$ cat src/verilog/touch_pkg.sv
// constants, register map and types of the touch result packer
package touch_pkg;
  localparam int ADDR_W = 8;
  localparam int DATA_W = 32;
  localparam int HALF_W = 16;
  localparam int TAG_W = 4;
  localparam int SAMPLE_W = 12;
  localparam int BURST_MAX = 4;
  localparam int IDX_W = 2;

  // register byte offsets
  localparam logic [ADDR_W-1:0] OFS_CTRL = 8'h00;
  localparam logic [ADDR_W-1:0] OFS_AVG = 8'h04;
  localparam logic [ADDR_W-1:0] OFS_CHEN = 8'h08;
  localparam logic [ADDR_W-1:0] OFS_CHDIS = 8'h0c;
  localparam logic [ADDR_W-1:0] OFS_CHSR = 8'h10;
  localparam logic [ADDR_W-1:0] OFS_STATUS = 8'h14;
  localparam logic [ADDR_W-1:0] OFS_MASK = 8'h18;
  localparam logic [ADDR_W-1:0] OFS_LAST = 8'h1c;

  // control register fields
  localparam int CTRL_W = 7;
  localparam int CTRL_MODE_LSB = 0;
  localparam int CTRL_TAG_BIT = 2;
  localparam int CTRL_PEN_BIT = 3;
  localparam int CTRL_TRIGGER_SOURCE_SELECT_LSB = 4;
  localparam int TRIGGER_SOURCE_SELECT_W = 3;
  localparam logic [CTRL_W-1:0] CTRL_RESET = 7'h00;

  // averaging register fields
  localparam int AVG_W = 8;
  localparam int AVG_TOUCH_AVERAGE_SETTING_LSB = 0;
  localparam int TOUCH_AVERAGE_SETTING_W = 2;
  localparam int AVG_TOUCH_FREQUENCY_RATIO_LSB = 4;
  localparam int TOUCH_FREQUENCY_RATIO_W = 4;
  localparam logic [AVG_W-1:0] AVG_RESET = 8'h00;

  // status and mask bits
  localparam int ST_W = 3;
  localparam int ST_DONE = 0;
  localparam int ST_SKIP = 1;
  localparam int ST_OVERRUN = 2;
  localparam logic [ST_W-1:0] ST_RESET = 3'h0;

  localparam logic [1:0] RESP_OKAY = 2'h0;
  localparam logic [1:0] RESP_SLVERR = 2'h2;

  typedef enum logic [1:0] {
    TM_NONE = 2'h0,
    TM_FOUR_WIRE = 2'h1,
    TM_FOUR_WIRE_PRESS = 2'h2,
    TM_FIVE_WIRE = 2'h3
  } touch_mode_t;

  localparam logic [TAG_W-1:0] TAG_X = 4'h0;
  localparam logic [TAG_W-1:0] TAG_Y = 4'h1;
  localparam logic [TAG_W-1:0] TAG_Z1 = 4'h2;
  localparam logic [TAG_W-1:0] TAG_Z2 = 4'h3;
  localparam logic [TAG_W-1:0] TAG_NONE = 4'h0;

  localparam logic [IDX_W:0] WORDS_XY = 3'h2;
  localparam logic [IDX_W:0] WORDS_PRESS = 3'h4;

  // interrupt controller source that irq is wired to
  localparam int IRQ_SOURCE_ID = 40;
endpackage

$ cat src/verilog/touch_burst.sv
// half-word burst sequencer feeding the memory buffer
`timescale 1ns/100ps
`default_nettype none
module touch_burst (
  input wire logic clk_sys,
  input wire logic rst,
  input wire logic load,
  input wire touch_pkg::touch_mode_t mode,
  input wire logic tag_en,
  input wire logic [touch_pkg::SAMPLE_W-1:0] x_position_result,
  input wire logic [touch_pkg::SAMPLE_W-1:0] y_position_result,
  input wire logic [touch_pkg::SAMPLE_W-1:0] first_pressure_sample,
  input wire logic [touch_pkg::SAMPLE_W-1:0] second_pressure_sample,
  output logic out_valid,
  output logic [touch_pkg::HALF_W-1:0] out_data,
  input wire logic out_ready,
  output logic busy,
  output logic last_word
);
  import touch_pkg::*;

  typedef enum logic {S_IDLE, S_SEND} burst_state_t;

  burst_state_t state_q;
  logic [HALF_W-1:0] word_q [BURST_MAX];
  logic [HALF_W-1:0] load_word [BURST_MAX];
  logic [IDX_W:0] count_q;
  logic [IDX_W:0] idx_q;
  logic [IDX_W:0] idx_next;
  logic fire;

  function automatic logic [HALF_W-1:0] pack(
    input logic en, input logic [TAG_W-1:0] tag,
    input logic [SAMPLE_W-1:0] s);
    pack = {(en ? tag : TAG_NONE), s};
  endfunction

  // only position and pressure samples exist here; calibration never enters
  always_comb begin
    load_word[0] = pack(tag_en, TAG_X, x_position_result);
    load_word[1] = pack(tag_en, TAG_Y, y_position_result);
    load_word[2] = pack(tag_en, TAG_Z1, first_pressure_sample);
    load_word[3] = pack(tag_en, TAG_Z2, second_pressure_sample);
  end

  assign out_valid = (state_q == S_SEND);
  assign busy = (state_q == S_SEND);
  assign fire = out_valid && out_ready;
  assign idx_next = idx_q + 3'h1;
  assign last_word = out_valid && (idx_next == count_q);

  always_ff @(posedge clk_sys) begin
    if (rst) begin
      state_q <= S_IDLE;
    end else if (load && state_q == S_IDLE) begin
      state_q <= S_SEND;
    end else if (fire && last_word) begin
      state_q <= S_IDLE;
    end
  end

  // words of one trigger leave back to back, nothing can slip in
  always_ff @(posedge clk_sys) begin
    if (rst) begin
      idx_q <= '0;
      count_q <= WORDS_XY;
      out_data <= '0;
      for (int i = 0; i < BURST_MAX; i++) begin
        word_q[i] <= '0;
      end
    end else if (load && state_q == S_IDLE) begin
      idx_q <= '0;
      count_q <= (mode == TM_FOUR_WIRE_PRESS) ? WORDS_PRESS : WORDS_XY;
      out_data <= load_word[0];
      for (int i = 0; i < BURST_MAX; i++) begin
        word_q[i] <= load_word[i];
      end
    end else if (fire && !last_word) begin
      idx_q <= idx_next;
      out_data <= word_q[idx_next[IDX_W-1:0]];
    end
  end
endmodule
`default_nettype wire

$ cat src/verilog/touch_result_packer.sv
// touch result packer: trigger, decimation, tagging, registers, interrupt
//
// The implementer's own choices: the placing of the registers and the AXI4-Lite register port.
`timescale 1ns/100ps
`default_nettype none
module touch_result_packer #(
  parameter int NUM_CH = 12,
  parameter int NUM_HW_TRIG = 7
) (
  input wire logic clk_sys,
  input wire logic rst,
  input wire logic [touch_pkg::ADDR_W-1:0] s_axi_awaddr,
  input wire logic s_axi_awvalid,
  output logic s_axi_awready,
  input wire logic [touch_pkg::DATA_W-1:0] s_axi_wdata,
  input wire logic [touch_pkg::DATA_W/8-1:0] s_axi_wstrb,
  input wire logic s_axi_wvalid,
  output logic s_axi_wready,
  output logic [1:0] s_axi_bresp,
  output logic s_axi_bvalid,
  input wire logic s_axi_bready,
  input wire logic [touch_pkg::ADDR_W-1:0] s_axi_araddr,
  input wire logic s_axi_arvalid,
  output logic s_axi_arready,
  output logic [touch_pkg::DATA_W-1:0] s_axi_rdata,
  output logic [1:0] s_axi_rresp,
  output logic s_axi_rvalid,
  input wire logic s_axi_rready,
  input wire logic external_trigger_input,
  input wire logic [NUM_HW_TRIG-1:0] hw_trigger,
  input wire logic [touch_pkg::SAMPLE_W-1:0] x_position_result,
  input wire logic [touch_pkg::SAMPLE_W-1:0] y_position_result,
  input wire logic [touch_pkg::SAMPLE_W-1:0] first_pressure_sample,
  input wire logic [touch_pkg::SAMPLE_W-1:0] second_pressure_sample,
  input wire logic [NUM_CH-1:0] digital_function_sel,
  output logic [NUM_CH-1:0] analog_route_en,
  output logic conv_start,
  output logic buf_valid,
  output logic [touch_pkg::HALF_W-1:0] buf_data,
  input wire logic buf_ready,
  output logic pen_detection_enable,
  output logic fault_out,
  output logic irq
);
  import touch_pkg::*;

  logic [CTRL_W-1:0] ctrl_q;
  logic [AVG_W-1:0] avg_q;
  logic [NUM_CH-1:0] chen_q;
  logic [ST_W-1:0] status_q;
  logic [ST_W-1:0] mask_q;
  logic [HALF_W-1:0] last_q;
  logic [NUM_CH-1:0] route_q;
  logic trig_prev_q;
  logic conv_start_q;
  logic fault_q;
  logic [TOUCH_FREQUENCY_RATIO_W-1:0] skip_cnt_q;
  logic bvalid_q;
  logic [1:0] bresp_q;
  logic rvalid_q;
  logic [DATA_W-1:0] rdata_q;
  logic [1:0] rresp_q;

  touch_mode_t mode;
  logic [TRIGGER_SOURCE_SELECT_W-1:0] trigger_source_select;
  logic tag_en;
  logic [TOUCH_FREQUENCY_RATIO_W-1:0] ratio;
  logic sel_trig;
  logic trig_evt;
  logic emit;
  logic burst_load;
  logic burst_busy;
  logic burst_last;
  logic overrun_evt;
  logic skip_evt;
  logic done_evt;
  logic wr_fire;
  logic rd_fire;
  logic [DATA_W-1:0] wmask;
  logic [DATA_W-1:0] wbits;
  logic [ST_W-1:0] st_set;
  logic [ST_W-1:0] st_clr;

  // byte strobes to a bit mask, shared by every writable register
  function automatic logic [DATA_W-1:0] strb_mask(
    input logic [DATA_W/8-1:0] strb);
    for (int b = 0; b < DATA_W / 8; b++) begin
      strb_mask[b*8 +: 8] = {8{strb[b]}};
    end
  endfunction

  function automatic logic [DATA_W-1:0] merge(
    input logic [DATA_W-1:0] old, input logic [DATA_W-1:0] nw,
    input logic [DATA_W-1:0] m);
    merge = (old & ~m) | (nw & m);
  endfunction

  function automatic logic known_addr(input logic [ADDR_W-1:0] a);
    known_addr = (a == OFS_CTRL) || (a == OFS_AVG) || (a == OFS_CHEN) ||
                 (a == OFS_CHDIS) || (a == OFS_CHSR) ||
                 (a == OFS_STATUS) || (a == OFS_MASK) || (a == OFS_LAST);
  endfunction

  assign mode = touch_mode_t'(ctrl_q[CTRL_MODE_LSB +: 2]);
  assign tag_en = ctrl_q[CTRL_TAG_BIT];
  assign trigger_source_select = ctrl_q[CTRL_TRIGGER_SOURCE_SELECT_LSB +: TRIGGER_SOURCE_SELECT_W];
  // pen detection is only passed on; the packing never looks at it
  assign pen_detection_enable = ctrl_q[CTRL_PEN_BIT];

  // write channel: address and data are taken together
  assign wr_fire = s_axi_awvalid && s_axi_wvalid && !bvalid_q;
  assign s_axi_awready = wr_fire;
  assign s_axi_wready = wr_fire;
  assign rd_fire = s_axi_arvalid && !rvalid_q;
  assign s_axi_arready = !rvalid_q;
  assign wmask = strb_mask(s_axi_wstrb);
  assign wbits = s_axi_wdata & wmask;
  assign s_axi_bvalid = bvalid_q;
  assign s_axi_bresp = bresp_q;
  assign s_axi_rvalid = rvalid_q;
  assign s_axi_rdata = rdata_q;
  assign s_axi_rresp = rresp_q;

  always_ff @(posedge clk_sys) begin
    if (rst) begin
      bvalid_q <= 1'b0;
      bresp_q <= RESP_OKAY;
    end else if (wr_fire) begin
      bvalid_q <= 1'b1;
      bresp_q <= known_addr(s_axi_awaddr) ? RESP_OKAY : RESP_SLVERR;
    end else if (s_axi_bready) begin
      bvalid_q <= 1'b0;
    end
  end

  always_ff @(posedge clk_sys) begin
    if (rst) begin
      ctrl_q <= CTRL_RESET;
      avg_q <= AVG_RESET;
      mask_q <= ST_RESET;
    end else if (wr_fire) begin
      if (s_axi_awaddr == OFS_CTRL) begin
        ctrl_q <= CTRL_W'(merge(DATA_W'(ctrl_q), s_axi_wdata, wmask));
      end
      if (s_axi_awaddr == OFS_AVG) begin
        avg_q <= AVG_W'(merge(DATA_W'(avg_q), s_axi_wdata, wmask));
      end
      if (s_axi_awaddr == OFS_MASK) begin
        mask_q <= ST_W'(merge(DATA_W'(mask_q), s_axi_wdata, wmask));
      end
    end
  end

  // enable and disable are write-one, so no read-modify-write is needed
  always_ff @(posedge clk_sys) begin
    if (rst) begin
      chen_q <= '0;
    end else if (wr_fire && s_axi_awaddr == OFS_CHEN) begin
      chen_q <= chen_q | wbits[NUM_CH-1:0];
    end else if (wr_fire && s_axi_awaddr == OFS_CHDIS) begin
      chen_q <= chen_q & ~wbits[NUM_CH-1:0];
    end
  end

  // a digital function on the line always wins over the analog path
  always_ff @(posedge clk_sys) begin
    if (rst) begin
      route_q <= '0;
    end else begin
      route_q <= chen_q & ~digital_function_sel;
    end
  end
  assign analog_route_en = route_q;

  always_ff @(posedge clk_sys) begin
    if (rst) begin
      rvalid_q <= 1'b0;
      rdata_q <= '0;
      rresp_q <= RESP_OKAY;
    end else if (rd_fire) begin
      rvalid_q <= 1'b1;
      rresp_q <= known_addr(s_axi_araddr) ? RESP_OKAY : RESP_SLVERR;
      unique case (s_axi_araddr)
        OFS_CTRL: rdata_q <= DATA_W'(ctrl_q);
        OFS_AVG: rdata_q <= DATA_W'(avg_q);
        OFS_CHSR: rdata_q <= DATA_W'(chen_q);
        OFS_STATUS: rdata_q <= DATA_W'(status_q);
        OFS_MASK: rdata_q <= DATA_W'(mask_q);
        OFS_LAST: rdata_q <= DATA_W'(last_q);
        default: rdata_q <= '0;
      endcase
    end else if (s_axi_rready) begin
      rvalid_q <= 1'b0;
    end
  end

  // trigger source: zero picks the pin, n picks internal trigger n-1
  always_comb begin
    sel_trig = external_trigger_input;
    for (int t = 0; t < NUM_HW_TRIG; t++) begin
      if (int'(trigger_source_select) == t + 1) begin
        sel_trig = hw_trigger[t];
      end
    end
  end

  always_ff @(posedge clk_sys) begin
    if (rst) begin
      trig_prev_q <= 1'b0;
      conv_start_q <= 1'b0;
    end else begin
      trig_prev_q <= sel_trig;
      conv_start_q <= trig_evt;
    end
  end
  assign trig_evt = sel_trig && !trig_prev_q;
  assign conv_start = conv_start_q;

  // decimation: one burst per ratio+1 triggers
  assign ratio = avg_q[AVG_TOUCH_FREQUENCY_RATIO_LSB +: TOUCH_FREQUENCY_RATIO_W] |
                 TOUCH_FREQUENCY_RATIO_W'((4'h1 << avg_q[AVG_TOUCH_AVERAGE_SETTING_LSB +: TOUCH_AVERAGE_SETTING_W]) - 4'h1);
  assign emit = trig_evt && (skip_cnt_q == ratio) && (mode != TM_NONE);
  assign skip_evt = trig_evt && !emit;

  always_ff @(posedge clk_sys) begin
    if (rst) begin
      skip_cnt_q <= '0;
    end else if (trig_evt) begin
      skip_cnt_q <= (skip_cnt_q >= ratio) ? '0 : skip_cnt_q + 4'h1;
    end
  end

  // a burst still draining means the new result is lost: fault, not merge
  assign burst_load = emit && !burst_busy;
  assign overrun_evt = emit && burst_busy;

  touch_burst u_burst (
    .clk_sys(clk_sys),
    .rst(rst),
    .load(burst_load),
    .mode(mode),
    .tag_en(tag_en),
    .x_position_result(x_position_result),
    .y_position_result(y_position_result),
    .first_pressure_sample(first_pressure_sample),
    .second_pressure_sample(second_pressure_sample),
    .out_valid(buf_valid),
    .out_data(buf_data),
    .out_ready(buf_ready),
    .busy(burst_busy),
    .last_word(burst_last)
  );

  assign done_evt = buf_valid && buf_ready && burst_last;

  always_ff @(posedge clk_sys) begin
    if (rst) begin
      last_q <= '0;
    end else if (buf_valid && buf_ready) begin
      last_q <= buf_data;
    end
  end

  always_ff @(posedge clk_sys) begin
    if (rst) begin
      fault_q <= 1'b0;
    end else begin
      fault_q <= overrun_evt;
    end
  end
  assign fault_out = fault_q;

  // sticky status: a set in the clearing cycle survives
  always_comb begin
    st_set = '0;
    st_set[ST_DONE] = done_evt;
    st_set[ST_SKIP] = skip_evt;
    st_set[ST_OVERRUN] = overrun_evt;
    st_clr = (wr_fire && s_axi_awaddr == OFS_STATUS) ? wbits[ST_W-1:0] : '0;
  end

  always_ff @(posedge clk_sys) begin
    if (rst) begin
      status_q <= ST_RESET;
    end else begin
      status_q <= (status_q & ~st_clr) | st_set;
    end
  end
  // one level line to the interrupt controller source IRQ_SOURCE_ID
  assign irq = |(status_q & mask_q);

  // helper logic for the checks below
  logic [IDX_W:0] words_q;
  logic tag_q;
  logic press_q;
  logic buf_take;
  assign buf_take = buf_valid && buf_ready;
  always_ff @(posedge clk_sys) begin
    if (rst) begin
      words_q <= '0;
      tag_q <= 1'b0;
      press_q <= 1'b0;
    end else if (burst_load) begin
      words_q <= '0;
      tag_q <= tag_en;
      press_q <= (mode == TM_FOUR_WIRE_PRESS);
    end else if (buf_valid && buf_ready) begin
      words_q <= words_q + 3'h1;
    end
  end

  AST_XY_COUNT: assert property (@(posedge clk_sys) disable iff (rst)
    $fell(buf_valid) && !press_q |-> words_q == WORDS_XY)
    else $error("position burst did not hold two half-words");
  AST_PRESS_COUNT: assert property (@(posedge clk_sys) disable iff (rst)
    $fell(buf_valid) && press_q |-> words_q == WORDS_PRESS)
    else $error("pressure burst did not hold four half-words");
  AST_SKIP: assert property (@(posedge clk_sys) disable iff (rst)
    trig_evt && skip_cnt_q != ratio |-> !burst_load ##1 !$rose(buf_valid))
    else $error("decimated trigger still produced data");
  AST_TAG_XY: assert property (@(posedge clk_sys) disable iff (rst)
    buf_valid && tag_q && words_q < WORDS_XY
    |-> buf_data[HALF_W-1 -: TAG_W] == TAG_W'(words_q))
    else $error("position tag wrong");
  AST_TAG_Z: assert property (@(posedge clk_sys) disable iff (rst)
    buf_valid && tag_q && press_q && words_q >= WORDS_XY
    |-> buf_data[HALF_W-1 -: TAG_W] == TAG_W'(words_q))
    else $error("pressure tag wrong");
  AST_ROUTE: assert property (@(posedge clk_sys) disable iff (rst)
    !$past(rst) |-> analog_route_en ==
      ($past(chen_q) & ~$past(digital_function_sel)))
    else $error("analog routing ignores enable or digital select");
  AST_START: assert property (@(posedge clk_sys) disable iff (rst)
    trig_evt |=> conv_start ##1 !conv_start)
    else $error("trigger did not start one conversion");
  AST_FAULT: assert property (@(posedge clk_sys) disable iff (rst)
    emit && burst_busy |=> fault_out &&
      words_q == $past(words_q) + (IDX_W+1)'($past(buf_take)))
    else $error("lost burst did not raise fault");
  AST_CONSEC: assert property (@(posedge clk_sys) disable iff (rst)
    buf_valid && !buf_ready |=> buf_valid && $stable(buf_data))
    else $error("buffered half-word changed before it was taken");
  AST_IRQ: assert property (@(posedge clk_sys) disable iff (rst)
    done_evt && mask_q[ST_DONE] &&
      !(wr_fire && s_axi_awaddr == OFS_MASK) |=> irq)
    else $error("unmasked completion raised no interrupt");

  COV_PRESS: cover property (@(posedge clk_sys) disable iff (rst)
    done_evt && press_q && tag_q);
  COV_SKIP: cover property (@(posedge clk_sys) disable iff (rst)
    skip_evt ##[1:50] burst_load);
  COV_OVERRUN: cover property (@(posedge clk_sys) disable iff (rst)
    overrun_evt);
endmodule
`default_nettype wire

$ cat config.mk
export PLATFORM = sky130hd
export DESIGN_NAME = touch_result_packer
export DESIGN_NICKNAME = d
export VERILOG_FILES = /design/src/verilog/touch_pkg.sv /design/src/verilog/touch_burst.sv /design/src/verilog/touch_result_packer.sv
export SDC_FILE = /design/constraint.sdc
export NUM_CORES = 1
export LEC_CHECK = 0
export ABC_AREA = 1
export BUFFER_PORTS_ARGS = -buffer_cell sky130_fd_sc_hd__buf_2
export CAP_MARGIN = 10
export CORE_MARGIN = 4
export CORE_UTILIZATION = 30
export CTS_BUF_LIST = sky130_fd_sc_hd__clkbuf_4 sky130_fd_sc_hd__clkbuf_8
export DETAILED_ROUTE_END_ITERATION = 10
export SLEW_MARGIN = 40
export SYNTH_ARGS = -nofsm -noshare
export SYNTH_HDL_FRONTEND = slang
export SYNTH_SLANG_ARGS = --single-unit
$ cat constraint.sdc
create_clock -name clk_sys -period 3.8 [get_ports clk_sys]
set_input_delay 0.76 -clock clk_sys [delete_from_list [all_inputs] [get_ports clk_sys]]
set_output_delay 0.76 -clock clk_sys [all_outputs]
set_load 0.05 [all_outputs]
==> impl_metrics.json, run 1 <==
{
  "crit_type": "flop to flop",
  "setup_violations": 0,
  "ys_types": 45,
  "synthToLayoutAreaGrowth_pct": 19.2,
  "slew_headroom_pct": 52.3,
  "track_usage_pct": 14.5,
  "finalCritPeriodShare_pct": 73.4,
  "h-tree-depth": 4,
  "hpwl_um": 14400,
  "root_buffer": "clkbuf_8",
  "final_cells": 1345,
  "p_leak_nw": 3.73,
  "ios": 202,
  "antenna_found_initial": 0,
  "path_clk_slew_ps": 90,
  "hold_path.class": "input pin to flop",
  "cts_hold_buf": 0,
  "max_freq_ghz": 0.358,
  "fp-row-count": 56,
  "clock_path_buffers": 2,
  "ys_seq_area_share_pct": 49.5,
  "drc_errors": 0,
  "fin_setup_tns_ps": 0,
  "dieArea_um2": 26500,
  "antenna_left": 0,
  "clkLatencyLatePin_ps": 460,
  "syn_avg_cell_area_um2": 8.28,
  "gp_congestion": 0.792,
  "r2r_setup_slack_ps": 1010,
  "ys_warn_count": 0,
  "cts_resized": 0,
  "synth_area_leaders": "dfxtp_1 29%, edfxtp_1 20%, inv_1 7.0%",
  "maxCapViolCount": 0,
  "worstMarginPinSlew_ps": 715,
  "dp_cells": 1313,
  "finClkSkew_ps": 14.6,
  "status": "finished, final reports clean",
  "vias": 5992,
  "drt-vias-per-instance": 4.46,
  "drtIter0Drc": 442,
  "cts_tree": "yes",
  "port_buffers": 157,
  "fp.coreArea_um2": 23500,
  "cts_setup_buffers": 0,
  "die_w_um": 163,
  "finalHoldViolations": 0,
  "grt_first_pass_wirelength_um": 30000,
  "grt.overflow.total": 0,
  "die_h_um": 163,
  "crit_end": "u_burst.word_q[1][11]",
  "synth_area_um2": 7180,
  "min_period_ps": 2790,
  "drive_gt1_share_pct": 24.0,
  "cts_sinks": 153,
  "synth-edff-count": 49,
  "synth_ff_type": "dfxtp_1",
  "r2r_cells": 14,
  "crit_path_end_kind": "flop",
  "cp_max_fo": 37,
  "ir_drop_uv": 177,
  "synthArstFlopShare_pct": 0,
  "powerDensity_nw_per_um2": 382,
  "numCtsBuffers": 17,
  "antennaDiodeCount": 0,
  "grt_max_degree": 68,
  "start_kind": "flop",
  "slew_violations": 0,
  "dr.pass1.iters": 5,
  "crit_arrival_ps": 2940,
  "r2r_end": "u_burst.word_q[1][11]",
  "drt_wl_total_um": 19200,
  "start_util_pct": 30.5,
  "synth_cells": 867,
  "yosysTopAreaCell": "dfxtp_1",
  "rsz0062_at_grt": "no",
  "yosys.area.top_type_share_pct": 29.0,
  "nNetsFinal": 1147,
  "wl_per_cell_um": 14.3,
  "fillCellCount": 2510,
  "grt_pass1_vias": 5636,
  "yosysMostFrequentCell": "inv_1",
  "cp.required_ps": 3950,
  "synth_common_cells": "134 x inv_1, 104 x dfxtp_1, 97 x nand2_1",
  "ys_seq_elements": 153
}
cell families (layout without fill, tap and decap cells):
group	count (synthesis)	in the layout	share of synthesized area (%)
compound gates	199	199	15.0
xor+xnor	1	1	0.122
simple gates	310	310	21.9
buf+inv	197	335	12.4
other cells	1	22	0.0522
flops	153	153	49.5
fa+ha+maj	6	6	1.05
through the flow:
stage / instance area [um2] / worst slack, ps / hold slack, ps / total power [mW] / util [%]
floorplan: 7260 / 776 / 425 / 1.93 / -
global placement: 8150 / 815 / 444 / 2.01 / 34.6
detailed placement: 8150 / 769 / 451 / 2.01 / 34.6
CTS: 8560 / 984 / 409 / 3.31 / 36.4
global route: 8560 / 770 / 414 / 3.40 / 36.4
finish: 8560 / 1010 / 448 / 3.27 / 36.4
critical path: stages, from the launching register on:
cell	delay [ps]
dfxtp_1	490
inv_2	110
nand3_1	110
or2_0	110
nand3_1	80
nand2_1	70
nand2_1	50
nand2_1	70
nand2_2	80
nand2_2	110
nand4_4	140
nor2_4	350
nor2_4	110
inv_2	310
buf_12	260
metal layers:
layer / GRT usage (%) / part of all wire (%)
met1: 18.7 / 44
met2: 24.0 / 47
met3: 3.29 / 7.2
met4: 4.88 / 2.0
met5: 0 / 0
worst min-delay path by stage:
stage	startpoint	to	slack, ps	depth (start not counted)
3_3_place_gp	flop	flop	440	2
5_1_grt	digital_function_sel[10]	analog_route_en[10]	410	2
2_1_floorplan	flop	flop	420	2
4_1_cts	digital_function_sel[10]	analog_route_en[10]	410	2
6_report	digital_function_sel[8]	analog_route_en[8]	450	2
3_5_place_dp	flop	flop	450	2
power breakdown:
group / leakage, nW / switching (mW) / total (mW) / internal [mW]
sequential: 1.35 / 0.00930 / 1.72 / 1.71
combinational: 2.19 / 0.186 / 0.255 / 0.0687
clock: 0.199 / 0.645 / 1.30 / 0.658
layout by cell type, fill, tap and decap left out, drive strengths merged, types with 23 or more instances in the layout:
cell    count
nand3      45
buf       165
a21oi      70
edfxtp     49
nor3       23
nand2     100
nor2      128
o21ai      90
inv       139
dfxtp     104
area by class of cell:
| type | instances | area [um2] | share of cell area (%) |
|---|---|---|---|
| Clock buffer | 18 | 241 | 2.82 |
| Clock inverter | 14 | 171 | 2.00 |
| Inverter | 138 | 518 | 6.05 |
| Multi-Input combinational cell | 538 | 2820 | 32.9 |
| Sequential cell | 153 | 3550 | 41.5 |
| Tap cell | 319 | 399 | 4.66 |
| Timing Repair Buffer | 165 | 858 | 10.0 |
Power figures use the tool's default switching activity.
==> inputs of run 2 (changes only) <==
==> constraint.sdc (replaced) <==
create_clock -name clk_sys -period 2.9 [get_ports clk_sys]
set_input_delay 0.58 -clock clk_sys [delete_from_list [all_inputs] [get_ports clk_sys]]
set_output_delay 0.58 -clock clk_sys [all_outputs]
set_load 0.05 [all_outputs]
==> impl_metrics.json, run 2 (synthesis gave the netlist of run 1 again) <==
{
  "fp-row-count": 56,
  "multi_input_area_um2": 2820,
  "pre_cts_ws_ps": 447,
  "p_leak_nw": 3.81,
  "root_buffer": "clkbuf_8",
  "setup_violations": 0,
  "fin_util_pct": 36.8,
  "drt-vias-per-instance": 4.41,
  "die_h_um": 163,
  "r2r_setup_slack_ps": 500,
  "wl_per_cell_um": 14.2,
  "crit_path_end_kind": "flop",
  "layout_setup_ws_ps": 498,
  "synthToLayoutAreaGrowth_pct": 20.7,
  "start_kind": "flop",
  "antenna_left": 0,
  "fin_area_um2": 8670,
  "cts_hold_buf": 0,
  "layout_common_cells": "157 x buf_2, 132 x inv_1, 104 x dfxtp_1, 97 x nand2_1, 94 x nor2_1",
  "die_w_um": 163,
  "r2r_cells": 14,
  "fillCellCount": 2493,
  "cp_max_fo": 17,
  "cp.required_ps": 3190,
  "dp_cells": 1319,
  "fin_setup_tns_ps": 0,
  "max_freq_ghz": 0.416,
  "grt.overflow.total": 0,
  "cts_sinks": 153,
  "clkLatencyLatePin_ps": 450,
  "hold_start": "digital_function_sel[4]",
  "finalHoldViolations": 0,
  "final_common_cell": "buf_2",
  "gp_congestion": 0.805,
  "hold-path-endpoint": "analog_route_en[4]",
  "finalCritPeriodShare_pct": 82.8,
  "start_util_pct": 30.5,
  "track_usage_pct": 14.2,
  "maxCapViolCount": 0,
  "grt_first_pass_wirelength_um": 29600,
  "power_mw": 4.39,
  "ff_latch_area_um2": 3550,
  "slew_headroom_pct": 51.0,
  "holdWs_ps": 288,
  "crit_type": "flop to flop",
  "worstMarginPinSlew_ps": 734,
  "dieArea_um2": 26500,
  "ios": 202,
  "hpwl_um": 14300,
  "fp.coreArea_um2": 23500,
  "cts_setup_buffers": 0,
  "status": "finished, final reports clean",
  "rsz0062_at_grt": "no",
  "drc_errors": 0,
  "drive_gt1_share_pct": 24.3,
  "cts_tree": "yes",
  "crit_arrival_ps": 2690,
  "grt_max_degree": 68,
  "cts_resized": 0,
  "hold_depth": 2,
  "min_period_ps": 2400,
  "final_cells": 1350,
  "dpl_cell_area_um2": 8230,
  "r2r_end": "u_burst.word_q[2][5]",
  "dr.pass1.iters": 5,
  "path_clk_slew_ps": 80,
  "ir_drop_uv": 252,
  "powerDensity_nw_per_um2": 506,
  "hold_path.class": "input pin to flop",
  "antennaDiodeCount": 0,
  "vias": 5958,
  "slew_violations": 0,
  "grt_pass1_vias": 5475,
  "finClkSkew_ps": 14.6,
  "port_buffers": 157,
  "drt_wl_total_um": 19100,
  "drtIter0Drc": 443,
  "numCtsBuffers": 17,
  "nNetsFinal": 1153,
  "h-tree-depth": 4,
  "antenna_found_initial": 0,
  "clock_path_buffers": 2
}
-- run 2: worst max path at each step --
| stage | end | cells past startpoint | slack (ps) |
|---|---|---|---|
| floorplan | u_burst.word_q[0][0] | 12 | 60 |
| global placement | u_burst.word_q[0][8] | 14 | 510 |
| detailed placement | u_burst.word_q[2][5] | 14 | 450 |
| CTS | u_burst.word_q[2][5] | 14 | 470 |
| global route | u_burst.word_q[2][5] | 14 | 230 |
| finish | u_burst.word_q[2][5] | 14 | 500 |
-- run 2: worst max-delay path, cell delays in order (launching register included) --
cell	delay (ps)
dfxtp_1	480
inv_2	110
nand3_1	110
or2_0	110
nand3_1	70
nand2_1	60
nand2_1	50
nand2_1	70
nand2_2	80
nand2_2	100
nand4_4	140
nor2_4	240
nand2_4	260
buf_12	260
nor2_1	120
-- run 2: layout make-up --
cell class                 instances  area share [%]
clock buffer                      23            3.36
multi-input combinational        538            32.5
sequential                       153            41.0
tap                              319            4.61
timing repair buffer             171            10.9
clock inverter                     8            1.67
inverter                         138            5.98
-- run 2: layer usage --
| layer | vias up | wire length (um) | track usage (%) |
|---|---|---|---|
| met5 | - | 0 | 0 |
| met4 | 0 | 133 | 3.32 |
| met3 | 12 | 1220 | 2.99 |
| met2 | 180 | 9190 | 23.7 |
| met1 | 2667 | 8600 | 19.0 |
| li1 | 3099 | - | - |
-- run 2: power by group --
group / total, mW / internal, mW / leakage, nW / switching [mW]
Combinational: 0.340 / 0.0944 / 2.23 / 0.245
Clock: 1.80 / 1.02 / 0.228 / 0.782
Sequential: 2.25 / 2.24 / 1.35 / 0.0125
Total: 4.39 / 3.35 / 3.81 / 1.04
